`src/core/dmu_pkg.sv`:
```
// Constants shared by the doorbell and message unit
package dmu_pkg;
  localparam int          DATA_W      = 32;
  localparam int          ADDR_W      = 4;
  localparam int          QUEUE_DEPTH = 16;
  // Register word indices, same map on both ports except IDX_IN_STAT (core only) and IDX_OUT_STAT (host only)
  localparam logic [3:0]  IDX_IN_DB    = 4'h0;
  localparam logic [3:0]  IDX_OUT_DB   = 4'h1;
  localparam logic [3:0]  IDX_IN_MSG0  = 4'h2;
  localparam logic [3:0]  IDX_IN_MSG1  = 4'h3;
  localparam logic [3:0]  IDX_OUT_MSG0 = 4'h4;
  localparam logic [3:0]  IDX_OUT_MSG1 = 4'h5;
  localparam logic [3:0]  IDX_IN_QPORT = 4'h6;
  localparam logic [3:0]  IDX_OUT_QPORT = 4'h7;
  localparam logic [3:0]  IDX_IN_STAT  = 4'h8;
  localparam logic [3:0]  IDX_OUT_STAT = 4'h9;
  // Status field positions
  localparam int          STAT_MSG0_BIT = 0;
  localparam int          STAT_MSG1_BIT = 1;
  localparam int          STAT_POST_BIT = 2;
  // Reset values
  localparam logic [31:0] RST_WORD      = 32'h0000_0000;
  localparam logic [31:0] EMPTY_QUEUE   = 32'hFFFF_FFFF;
  // Queue selectors
  localparam int          Q_IN_FREE  = 0;
  localparam int          Q_IN_POST  = 1;
  localparam int          Q_OUT_FREE = 2;
  localparam int          Q_OUT_POST = 3;
  localparam int          NUM_Q      = 4;
endpackage

```
`src/core/dmu_fifo.sv`:
```
// Frame-address FIFO with registered read data
`timescale 1ns/1ns
`default_nettype none
module dmu_fifo #(
  parameter int W     = 32,
  parameter int DEPTH = 16
) (
  input  wire logic         clock,
  input  wire logic         sys_rst,
  input  wire logic         push,
  input  wire logic [W-1:0] wdata,
  input  wire logic         pop,
  output logic      [W-1:0] rdata,
  output logic              empty,
  output logic              full
);
  localparam int AW = $clog2(DEPTH);

  initial begin
    if (DEPTH < 2 || (1 << AW) != DEPTH) begin
      $error("dmu_fifo depth must be a power of two of at least 2");
    end
  end

  logic [W-1:0]  mem [DEPTH];
  logic [AW-1:0] wp_q;
  logic [AW-1:0] rp_q;
  logic [AW:0]   cnt_q;
  logic [W-1:0]  rdata_q;
  logic          do_push;
  logic          do_pop;

  // Push into a full list is dropped; popping an empty list returns all ones
  assign do_push = push & ~full;
  assign do_pop  = pop & ~empty;
  assign empty   = (cnt_q == '0);
  assign full    = (cnt_q == (AW+1)'(DEPTH));
  assign rdata   = rdata_q;

  always_ff @(posedge clock) begin
    if (do_push) begin
      mem[wp_q] <= wdata;
    end
  end

  always_ff @(posedge clock) begin
    if (sys_rst) begin
      wp_q    <= '0;
      rp_q    <= '0;
      cnt_q   <= '0;
      rdata_q <= '1;
    end else begin
      if (do_push) begin
        wp_q <= wp_q + AW'(1);
      end
      if (do_pop) begin
        rp_q    <= rp_q + AW'(1);
        rdata_q <= mem[rp_q];
      end else if (pop) begin
        rdata_q <= '1;
      end
      cnt_q <= cnt_q + (AW+1)'(do_push) - (AW+1)'(do_pop);
    end
  end
endmodule
`default_nettype wire

```
`src/core/dmu_skid.sv`:
```
// Two-entry read-data buffer toward the PCI side
`timescale 1ns/1ns
`default_nettype none
module dmu_skid #(
  parameter int W = 32
) (
  input  wire logic         clock,
  input  wire logic         sys_rst,
  input  wire logic         in_valid,
  input  wire logic [W-1:0] in_data,
  output logic              in_ready,
  output logic              out_valid,
  output logic      [W-1:0] out_data,
  input  wire logic         out_ready,
  output logic      [1:0]   count
);
  initial begin
    if (W < 1) begin
      $error("dmu_skid width must be positive");
    end
  end

  logic [W-1:0] head_q;
  logic [W-1:0] spare_q;
  logic         head_v_q;
  logic         spare_v_q;
  logic         acc;
  logic         pop;

  assign in_ready  = ~spare_v_q;
  assign out_valid = head_v_q;
  assign out_data  = head_q;
  assign count     = {head_v_q & spare_v_q, head_v_q ^ spare_v_q};
  assign acc       = in_valid & ~spare_v_q;
  assign pop       = head_v_q & out_ready;

  always_ff @(posedge clock) begin
    if (sys_rst) begin
      head_q    <= '0;
      spare_q   <= '0;
      head_v_q  <= 1'b0;
      spare_v_q <= 1'b0;
    end else begin
      // Head always holds the oldest word so a stall never reorders data
      if (~head_v_q || pop) begin
        if (spare_v_q) begin
          head_q    <= spare_q;
          head_v_q  <= 1'b1;
          spare_v_q <= acc;
          spare_q   <= in_data;
        end else begin
          head_q   <= in_data;
          head_v_q <= acc;
        end
      end else if (acc) begin
        spare_q   <= in_data;
        spare_v_q <= 1'b1;
      end
    end
  end
endmodule
`default_nettype wire

```
`src/core/dmu_top.sv`:
```
// Doorbell, message register and queue unit between core and PCI host
`timescale 1ns/1ns
`default_nettype none
module dmu_top #(
  parameter int QUEUE_DEPTH = dmu_pkg::QUEUE_DEPTH
) (
  input  wire logic        clock,
  input  wire logic        sys_rst,
  input  wire logic        pci_req,
  input  wire logic        pci_we,
  input  wire logic [3:0]  pci_addr,
  input  wire logic [31:0] pci_wdata,
  output logic             pci_ready,
  output logic      [31:0] pci_rdata,
  output logic             pci_rvalid,
  input  wire logic        pci_rready,
  input  wire logic        core_req,
  input  wire logic        core_we,
  input  wire logic [3:0]  core_addr,
  input  wire logic [31:0] core_wdata,
  output logic      [31:0] core_rdata,
  output logic             core_rvalid,
  output logic             core_irq,
  output logic             inta_n
);
  initial begin
    if (QUEUE_DEPTH < 2 || QUEUE_DEPTH > 4096) begin
      $error("dmu_top queue depth out of range");
    end
  end

  typedef struct packed {
    logic [31:0]      in_db;
    logic [31:0]      out_db;
    logic [1:0][31:0] in_msg;
    logic [1:0][31:0] out_msg;
    logic [1:0]       in_msg_pend;
    logic [1:0]       out_msg_pend;
    logic             p_rd;
    logic [3:0]       p_addr;
    logic             c_rd;
    logic [3:0]       c_addr;
    logic [31:0]      c_rdata;
    logic             c_rvalid;
    logic             pci_rdy;
    logic             core_irq;
    logic             inta_n;
  } dmu_state_t;

  dmu_state_t state_q;
  dmu_state_t state_d;

  logic              p_wr;
  logic              p_rd_new;
  logic              c_wr;
  logic              c_rd_new;
  logic [3:0]        q_push;
  logic [3:0]        q_pop;
  logic [3:0][31:0]  q_wdata;
  logic [3:0][31:0]  q_rdata;
  logic [3:0]        q_empty;
  logic [3:0]        q_full;
  logic [31:0]       p_rd_word;
  logic [1:0]        skid_cnt;
  logic              skid_in_ready;

  assign p_wr     = pci_req & pci_ready & pci_we;
  assign p_rd_new = pci_req & pci_ready & ~pci_we;
  assign c_wr     = core_req & core_we;
  assign c_rd_new = core_req & ~core_we;

  // Queue ports: host pops inbound free and pushes inbound post, the core the reverse
  always_comb begin
    q_push = '0;
    q_pop  = '0;
    q_wdata[dmu_pkg::Q_IN_FREE]  = core_wdata;
    q_wdata[dmu_pkg::Q_IN_POST]  = pci_wdata;
    q_wdata[dmu_pkg::Q_OUT_FREE] = pci_wdata;
    q_wdata[dmu_pkg::Q_OUT_POST] = core_wdata;
    if (pci_req && pci_ready && pci_addr == dmu_pkg::IDX_IN_QPORT) begin
      q_push[dmu_pkg::Q_IN_POST] = pci_we;
      q_pop[dmu_pkg::Q_IN_FREE]  = ~pci_we;
    end
    if (pci_req && pci_ready && pci_addr == dmu_pkg::IDX_OUT_QPORT) begin
      q_push[dmu_pkg::Q_OUT_FREE] = pci_we;
      q_pop[dmu_pkg::Q_OUT_POST]  = ~pci_we;
    end
    if (core_req && core_addr == dmu_pkg::IDX_IN_QPORT) begin
      q_push[dmu_pkg::Q_IN_FREE] = core_we;
      q_pop[dmu_pkg::Q_IN_POST]  = ~core_we;
    end
    if (core_req && core_addr == dmu_pkg::IDX_OUT_QPORT) begin
      q_push[dmu_pkg::Q_OUT_POST] = core_we;
      q_pop[dmu_pkg::Q_OUT_FREE]  = ~core_we;
    end
  end

  // Each direction has a free list and a post list, one FIFO per list
  for (genvar g = 0; g < dmu_pkg::NUM_Q; g++) begin : g_queue
    dmu_fifo #(
      .W     (dmu_pkg::DATA_W),
      .DEPTH (QUEUE_DEPTH)
    ) u_fifo (
      .clock   (clock),
      .sys_rst (sys_rst),
      .push    (q_push[g]),
      .wdata   (q_wdata[g]),
      .pop     (q_pop[g]),
      .rdata   (q_rdata[g]),
      .empty   (q_empty[g]),
      .full    (q_full[g])
    );
  end

  // Read word for the host, taken one cycle after the request
  always_comb begin
    case (state_q.p_addr)
      dmu_pkg::IDX_IN_DB:     p_rd_word = state_q.in_db;
      dmu_pkg::IDX_OUT_DB:    p_rd_word = state_q.out_db;
      dmu_pkg::IDX_IN_MSG0:   p_rd_word = state_q.in_msg[0];
      dmu_pkg::IDX_IN_MSG1:   p_rd_word = state_q.in_msg[1];
      dmu_pkg::IDX_OUT_MSG0:  p_rd_word = state_q.out_msg[0];
      dmu_pkg::IDX_OUT_MSG1:  p_rd_word = state_q.out_msg[1];
      dmu_pkg::IDX_IN_QPORT:  p_rd_word = q_rdata[dmu_pkg::Q_IN_FREE];
      dmu_pkg::IDX_OUT_QPORT: p_rd_word = q_rdata[dmu_pkg::Q_OUT_POST];
      dmu_pkg::IDX_OUT_STAT:  p_rd_word = {29'h0, ~q_empty[dmu_pkg::Q_OUT_POST],
                                           state_q.out_msg_pend};
      default:                p_rd_word = dmu_pkg::RST_WORD;
    endcase
  end

  dmu_skid #(
    .W (dmu_pkg::DATA_W)
  ) u_skid (
    .clock     (clock),
    .sys_rst   (sys_rst),
    .in_valid  (state_q.p_rd),
    .in_data   (p_rd_word),
    .in_ready  (skid_in_ready),
    .out_valid (pci_rvalid),
    .out_data  (pci_rdata),
    .out_ready (pci_rready),
    .count     (skid_cnt)
  );

  always_comb begin
    state_d = state_q;
    // Doorbells: set wins over a clear arriving in the same cycle
    state_d.in_db = state_q.in_db;
    if (c_wr && core_addr == dmu_pkg::IDX_IN_DB) begin
      state_d.in_db = state_q.in_db & ~core_wdata;
    end
    if (p_wr && pci_addr == dmu_pkg::IDX_IN_DB) begin
      state_d.in_db = state_d.in_db | pci_wdata;
    end
    if (p_wr && pci_addr == dmu_pkg::IDX_OUT_DB) begin
      state_d.out_db = state_q.out_db & ~pci_wdata;
    end
    if (c_wr && core_addr == dmu_pkg::IDX_OUT_DB) begin
      state_d.out_db = state_d.out_db | core_wdata;
    end
    // Message pending flags clear by writing ones to the status word
    if (c_wr && core_addr == dmu_pkg::IDX_IN_STAT) begin
      state_d.in_msg_pend = state_q.in_msg_pend & ~core_wdata[1:0];
    end
    if (p_wr && pci_addr == dmu_pkg::IDX_OUT_STAT) begin
      state_d.out_msg_pend = state_q.out_msg_pend & ~pci_wdata[1:0];
    end
    if (p_wr && pci_addr == dmu_pkg::IDX_IN_MSG0) begin
      state_d.in_msg[0]                          = pci_wdata;
      state_d.in_msg_pend[dmu_pkg::STAT_MSG0_BIT] = 1'b1;
    end
    if (p_wr && pci_addr == dmu_pkg::IDX_IN_MSG1) begin
      state_d.in_msg[1]                          = pci_wdata;
      state_d.in_msg_pend[dmu_pkg::STAT_MSG1_BIT] = 1'b1;
    end
    if (c_wr && core_addr == dmu_pkg::IDX_OUT_MSG0) begin
      state_d.out_msg[0]                          = core_wdata;
      state_d.out_msg_pend[dmu_pkg::STAT_MSG0_BIT] = 1'b1;
    end
    if (c_wr && core_addr == dmu_pkg::IDX_OUT_MSG1) begin
      state_d.out_msg[1]                          = core_wdata;
      state_d.out_msg_pend[dmu_pkg::STAT_MSG1_BIT] = 1'b1;
    end
    // Reads: host through the buffer, core through a register
    state_d.p_rd   = p_rd_new;
    state_d.p_addr = pci_addr;
    state_d.c_rd   = c_rd_new;
    state_d.c_addr = core_addr;
    state_d.c_rvalid = state_q.c_rd;
    case (state_q.c_addr)
      dmu_pkg::IDX_IN_DB:     state_d.c_rdata = state_q.in_db;
      dmu_pkg::IDX_OUT_DB:    state_d.c_rdata = state_q.out_db;
      dmu_pkg::IDX_IN_MSG0:   state_d.c_rdata = state_q.in_msg[0];
      dmu_pkg::IDX_IN_MSG1:   state_d.c_rdata = state_q.in_msg[1];
      dmu_pkg::IDX_OUT_MSG0:  state_d.c_rdata = state_q.out_msg[0];
      dmu_pkg::IDX_OUT_MSG1:  state_d.c_rdata = state_q.out_msg[1];
      dmu_pkg::IDX_IN_QPORT:  state_d.c_rdata = q_rdata[dmu_pkg::Q_IN_POST];
      dmu_pkg::IDX_OUT_QPORT: state_d.c_rdata = q_rdata[dmu_pkg::Q_OUT_FREE];
      dmu_pkg::IDX_IN_STAT:   state_d.c_rdata = {29'h0, ~q_empty[dmu_pkg::Q_IN_POST],
                                                 state_q.in_msg_pend};
      default:                state_d.c_rdata = dmu_pkg::RST_WORD;
    endcase
    if (!state_q.c_rd) begin
      state_d.c_rdata = state_q.c_rdata;
    end
    // Conservative: counts words in flight so a stalled host never overflows the buffer
    state_d.pci_rdy = ({1'b0, skid_cnt} + {2'b00, state_q.p_rd} + {2'b00, p_rd_new})
                      <= 3'd1;
    // Host-bound events drive the PCI line, core-bound events the internal request
    state_d.core_irq = (|state_q.in_db) | (|state_q.in_msg_pend)
                       | ~q_empty[dmu_pkg::Q_IN_POST];
    state_d.inta_n = ~((|state_q.out_db) | (|state_q.out_msg_pend)
                       | ~q_empty[dmu_pkg::Q_OUT_POST]);
  end

  always_ff @(posedge clock) begin
    if (sys_rst) begin
      state_q         <= '0;
      state_q.pci_rdy <= 1'b1;
      state_q.inta_n  <= 1'b1;
    end else begin
      state_q <= state_d;
    end
  end

  assign pci_ready   = state_q.pci_rdy;
  assign core_rdata  = state_q.c_rdata;
  assign core_rvalid = state_q.c_rvalid;
  assign core_irq    = state_q.core_irq;
  assign inta_n      = state_q.inta_n;
endmodule
`default_nettype wire

```
`config.mk`:
```
export PLATFORM = sky130hd
export DESIGN_NAME = dmu_top
export DESIGN_NICKNAME = d
export VERILOG_FILES = /design/src/core/dmu_pkg.sv /design/src/core/dmu_fifo.sv /design/src/core/dmu_skid.sv /design/src/core/dmu_top.sv
export SDC_FILE = /design/constraint.sdc
export NUM_CORES = 2
export LEC_CHECK = 0
export BUFFER_PORTS_ARGS = -buffer_cell sky130_fd_sc_hd__buf_2
export CAP_MARGIN = 10
export CORE_ASPECT_RATIO = 1.4
export CORE_MARGIN = 4
export CORE_UTILIZATION = 60
export DETAILED_ROUTE_END_ITERATION = 10
export HOLD_SLACK_MARGIN = 0.06
export PLACE_DENSITY = 0.76
export SYNTH_ARGS = -nofsm -noshare
export SYNTH_HDL_FRONTEND = slang
export SYNTH_SLANG_ARGS = --single-unit
```
`constraint.sdc`:
```
create_clock -name clock -period 7.9 [get_ports clock]
set_clock_uncertainty 0.15 [all_clocks]
set_input_delay 1.58 -clock clock [delete_from_list [all_inputs] [get_ports clock]]
set_output_delay 1.58 -clock clock [all_outputs]
set_load 0.005 [all_outputs]
```
Yosys cells after proc, flatten, opt, wreduce, memory -nomap -nowiden
Memory sizes are Yosys's and may differ from the RTL's. A register that Yosys moved wholly into a read port is not among the register bits.
Index checks and enable logic that the tools add are counted.
Operators by class
  magnitude comparators: 1
  eq/ne operators: 33
  $add $sub $neg: 18
  bitwise logic cells: 44
  mux-type cells: 52
  reductions and logical operators: 38
Operators with widths (count)
  $pmux W32 S9: 2
  $mux W32: 16
  $and A32 B32 Y32: 2
  $not A32 Y32: 2
  $or A32 B32 Y32: 2
  $reduce_or A32 Y1: 2
  $eq A4 B3 Y1 const B: 14
  $add A4 B1 Y4 const B: 8
  $mux W4: 8
  $eq A4 B2 Y1 const B: 6
  $mux W1: 24
  $add A5 B1 Y5: 4
  $eq A5 B5 Y1 const B: 4
  $logic_not A5 Y1: 4
  $sub A5 B1 Y5: 4
  $reduce_bool A2 Y1: 9
  $and A1 B1 Y1: 16
  $eq A4 B1 Y1 const B: 4
  $eq A4 B4 Y1 const B: 4
  $logic_not A4 Y1: 4
  $logic_and A1 B1 Y1: 15
  $not A1 Y1: 13
  $and A2 B2 Y2: 2
  $mux W2: 2
  10 further kinds: 15
Word-level totals
  logic and storage cells: 229
  register bits: 488
  RAM bits: 2048
  input bits: 79
  output and inout port bits: 69
  memories: 4
Memory list
  g_queue[0].u_fifo.mem: words 16, width 32, read ports 1, clocked after Yosys merged registers in 1, write ports 1, line dmu_fifo.sv:25  | logic [W-1:0] mem [DEPTH];
  g_queue[1].u_fifo.mem: words 16, width 32, read ports 1, clocked after Yosys merged registers in 1, write ports 1, line dmu_fifo.sv:25
  g_queue[2].u_fifo.mem: words 16, width 32, read ports 1, clocked after Yosys merged registers in 1, write ports 1, line dmu_fifo.sv:25
  g_queue[3].u_fifo.mem: words 16, width 32, read ports 1, clocked after Yosys merged registers in 1, write ports 1, line dmu_fifo.sv:25

Depth between registers and ports, before layout
  depth after elaboration: 6
  gate-level depth with buffers: 14

Modules after synthesis
A second synthesis with hierarchy kept.
Unflattened totals
  cells, all modules: 6341
  area total of the unflattened synthesis: 102231.8 µm²
Modules (own cells, without submodules)
  dmu_fifo: area each 21622.0 µm², seq. area each 16355.7 µm², cells an instance 1137, instances 4
  dmu_top: area each 12807.3 µm², seq. area each 4844.6 µm², cells an instance 1502, instances 1
  dmu_skid: area each 2936.6 µm², seq. area each 1321.3 µm², cells an instance 291, instances 1

Worst setup path before layout
Ideal clock, no wire load.
  path kind: in2reg
  start: in pci_addr[0]
  end: mem g_queue[1].u_fifo.mem[3][0] (enable)
  path buffers: 1
  library setup time: 0.461 ns
  arrival: 4.825 ns
  cell stages on the path: 5
  slack: 2.464 ns
  data required time: 7.289 ns
  cells stage by stage: buf_2 -> nand4bb_4 -> a311oi_4 -> nand2_1 -> nor3_1
Between the ends
  longest elaborated chain between the ends: 6
Ends and longest elaborated chain
  from (decl): line dmu_top.sv:11  | input wire logic [3:0] pci_addr,
  $eq A4 B3 Y1: line dmu_top.sv:80  | if (pci_req && pci_ready && pci_addr == dmu_pkg::IDX_IN_QPORT) begin
  $logic_and A1 B1 Y1: line dmu_top.sv:80
  $mux W1: line dmu_top.sv:80
  $and A1 B1 Y1: line dmu_fifo.sv:34  | assign do_push = push & ~full;
  net g_queue[1].u_fifo.do_push: line dmu_fifo.sv:30  | logic do_push;
  $mux W1: line dmu_fifo.sv:41  | if (do_push) begin
  $mux W1 (implied by the code): line dmu_fifo.sv:42  | mem[wp_q] <= wdata;
  to (decl): line dmu_fifo.sv:25
The timed path passes the listed nets, and every way through them passes these cells.

Worst setup path after layout
  start: in core_addr[2]
  end: mem g_queue[0].u_fifo.mem[7][2] (enable)
Between the ends
  longest elaborated chain between the ends: 6
Ends and longest elaborated chain
  from (decl): line dmu_top.sv:19  | input wire logic [3:0] core_addr,
  $eq A4 B3 Y1: line dmu_top.sv:88  | if (core_req && core_addr == dmu_pkg::IDX_IN_QPORT) begin
  $logic_and A1 B1 Y1: line dmu_top.sv:88
  $mux W1: line dmu_top.sv:88
  $and A1 B1 Y1: line dmu_fifo.sv:34
  net g_queue[0].u_fifo.do_push: line dmu_fifo.sv:30
  $mux W1: line dmu_fifo.sv:41
  $mux W1 (implied by the code): line dmu_fifo.sv:42
  to (decl): line dmu_fifo.sv:25
The timed path passes the listed nets, and every way through them passes these cells.

==> parameters.txt <==
Parameter                              Value

Min path
  Startpoint of the worst hold path    core_rdata[16]$_SDFFE_PP0P_
  Min-delay worst type    reg2reg

Critical path
  R2r startpoint    g_queue[0].u_fifo.cnt_q[3]$_SDFF_PP0_
  Worst setup EP type    flop
  Flop-to-flop setup slack    4.30 ns
  Crit. Startpoint    core_addr[2]
  Biggest fanout along the worst timing path    32
  Worst EP arrival    4.33 ns
  CP required    8.17 ns
  Setup crit start kind    input pin
  Kind of critical path    in2reg

Clocking
  Clock sinks    2,552
  Clock Pin Slew Worst Setup and Hold Paths    0.06 ns
  Clock latency reported for the late side of the worst-skew pair    0.88 ns
  Post-cts sizing count    0
  H-tree depth    4
  CTS Buffer Depth    3
  Post-CTS setup repair buffer count    0
  Cell at the root of the clock tree    clkbuf_16
  TritonCTS clock tree    yes
  Hold buffers post-CTS    0
  TritonCTS buffer count    220

Logic synthesis
  Yosys synthesis warning count    0
  EDFF count, synth    2,048
  Average size of a mapped cell    17.5 sq um
  Synthesized netlist net count    5,825
  Gate Count Post-Synth    5,696
  Flip-flop and latch count after synthesis    2,552
  Most common flop cell mapped by yosys    edfxtp_1
  Portion of the post-synthesis area used by sequential elements    0.718
  Number of distinct library cells after synthesis    78
  Post-Synthesis Cell Area    99,700 sq um
  Async set-or-reset flop fraction in the synthesized netlist    0

Timing
  Accumulated negative setup slack    0 ns
  Endpoints failing hold    0
  Worst slew margin relative to its limit    0.174
  Post-layout min period    4.06 ns
  Final-report max-slew violation count    0
  Setup violation total in the final timing report    0
  Worst slew pin tran    1.24 ns
  Unrepaired setup endpoints after global routing    false
  Final worst setup slack    3.84 ns
  Highest achievable clock rate    0.246 GHz
  Share of the cycle needed by the critical path after routing    0.514

Layout
  Area taken by flip-flops and latches    71,600 sq um
  Total area of multi-input combinational cells    26,600 sq um
  Post-layout net count    5,890
  Layout overhead on the synthesized area    10.6%
  Most frequent cells in the layout    2,048 x edfxtp_1, 532 x mux4_2, 486 x dfxtp_1
  Filler Cells Inserted    10,500
  Fraction of layout cells with a size suffix above 1    0.225
  Most common library cell in the layout ignoring fill and taps    edfxtp_1

Die
  Number of standard-cell rows in the floorplan    176
  Floorplan core area    165,000 sq um
  Die width    352 microns
  Height of the die    490 microns
  Initial core utilization    0.605
  I/O pins    148
  Die Area    173,000 sq um

Drt
  Number of DRC markers in iteration 0    8,435
  Number of nets still failing antenna checks after routing    0
  DR vias/cell    6.92
  Routed len/inst    33.9 microns
  DRC errors left    0
  Vias post-DR    56,000
  Iteration count of the initial detailed-routing pass    6
  Total wire length    275,000 microns

Place
  I/O Buffers    147
  Final GP Congestion    0.972
  Worst setup timing slack at the placement stage    2.95 ns
  DP Wirelength    172,000 microns

Status
  Status    complete, no violations

GRT
  Total global routing track utilization    0.318
  Initial antenna violation count    13
  Aggregate global routing overflow    0
  Vias in the first global route    54,900
  Maximum number of pins on one net before global-route repair    129
  Global-route wire length before repair    396,000 microns

Job
  Maximum capacitance violations    0

Power and ir drop
  Leakage power summed over all cells    0.0338 uW
  Power per unit of standard cell area    240 nW/um^2
  Max VDD drop    0.244 mV
critical path: stages:
cell and delay [ns]:
buf_2 0.21, nand3b_1 0.25, a311oi_4 0.89, nand2_1 0.48, nor2_4 0.89
final cells by class:
class                   count  share of cell area
clock buffers             285              0.0544
repair buffers            236              0.0132
multi-input cells        2696               0.241
clock inverters           129              0.0149
diodes                     13            0.000295
inverters                  55             0.00187
flip-flops and latches   2552               0.650
well taps                2136              0.0243
final timing paths:
| kind | to | cells after the start |
|---|---|---|
| min | core_rdata[16]$_SDFFE_PP0P_ | 2 |
| min reg2reg | core_rdata[16]$_SDFFE_PP0P_ | 2 |
| max reg2reg | g_queue[0].u_fifo.mem[7][2]$_DFFE_PP_ | 5 |
| max | g_queue[0].u_fifo.mem[7][2]$_DFFE_PP_ | 5 |
kinds of logic after synthesis:
group,Yosys count,share of synthesized area
flip-flops,2552,0.718
AND/OR/NAND/NOR,925,0.0422
AO/OA/AOI/OAI,849,0.0573
multiplexers,834,0.152
buffers and inverters,448,0.0205
adder cells (fa/ha/maj),50,0.00658
XOR/XNOR,38,0.00334
flip-flops by register name, indices dropped and copies added (netlist names), named ones only:
signal / count
core_irq: 1
core_rdata: 32
core_rvalid: 1
g_queue.u_fifo.cnt_q: 20
g_queue.u_fifo.mem: 2048
g_queue.u_fifo.rdata: 128
g_queue.u_fifo.rp_q: 16
g_queue.u_fifo.wp_q: 16
inta_n: 1
pci_ready: 1
state_d: 1
state_q: 205
u_skid.out_data: 32
u_skid.out_valid: 1
u_skid.spare_q: 32
u_skid.spare_v_q: 1
cell usage after synthesis (all sizes together) (31+ instances only):
library cell | number | area (sq um)
nor2b | 31 | 194
nand2 | 415 | 1560
edfxtp | 2048 | 61500
o21ai | 105 | 526
buf | 204 | 1130
a32o | 33 | 330
o22ai | 138 | 863
clkbuf | 189 | 712
a22oi | 99 | 743
a21oi | 251 | 1260
mux2 | 96 | 1080
dfxtp | 504 | 10100
ha | 46 | 576
inv | 55 | 206
mux4 | 532 | 12000
mux2i | 206 | 2060
nor2 | 281 | 1050
a221oi | 96 | 841
nor3 | 36 | 200
metal layers:
| metal | track usage | vias to the layer above | wire, microns |
|---|---|---|---|
| li1 | - | 22800 | - |
| met5 | 0 | - | 40 |
| met3 | 0.0666 | 719 | 31600 |
| met4 | 0.174 | 6 | 18400 |
| met1 | 0.422 | 28600 | 94800 |
| met2 | 0.499 | 3842 | 130000 |
where the power goes:
| group | switching (uW) | internal (uW) |
|---|---|---|
| sequential | 39.1 | 14500 |
| combinational | 544 | 125 |
| clock | 4950 | 6290 |
stage by stage:
| step | utilization | hold WS [ns] | cells | area (sq um) | power (uW) |
|---|---|---|---|---|---|
| floorplan | - | 0.267 | 5696 | 99700 | 15100 |
| global placement | 0.622 | 0.280 | 7675 | 103000 | 15500 |
| detailed placement | 0.622 | 0.290 | 7675 | 103000 | 15500 |
| CTS | 0.669 | 0.285 | 8089 | 110000 | 26500 |
| global route | 0.669 | 0.315 | 8092 | 110000 | 27100 |
| finish | 0.669 | 0.298 | 8102 | 110000 | 26500 |
Note: power is estimated with default switching activity, not from simulation.
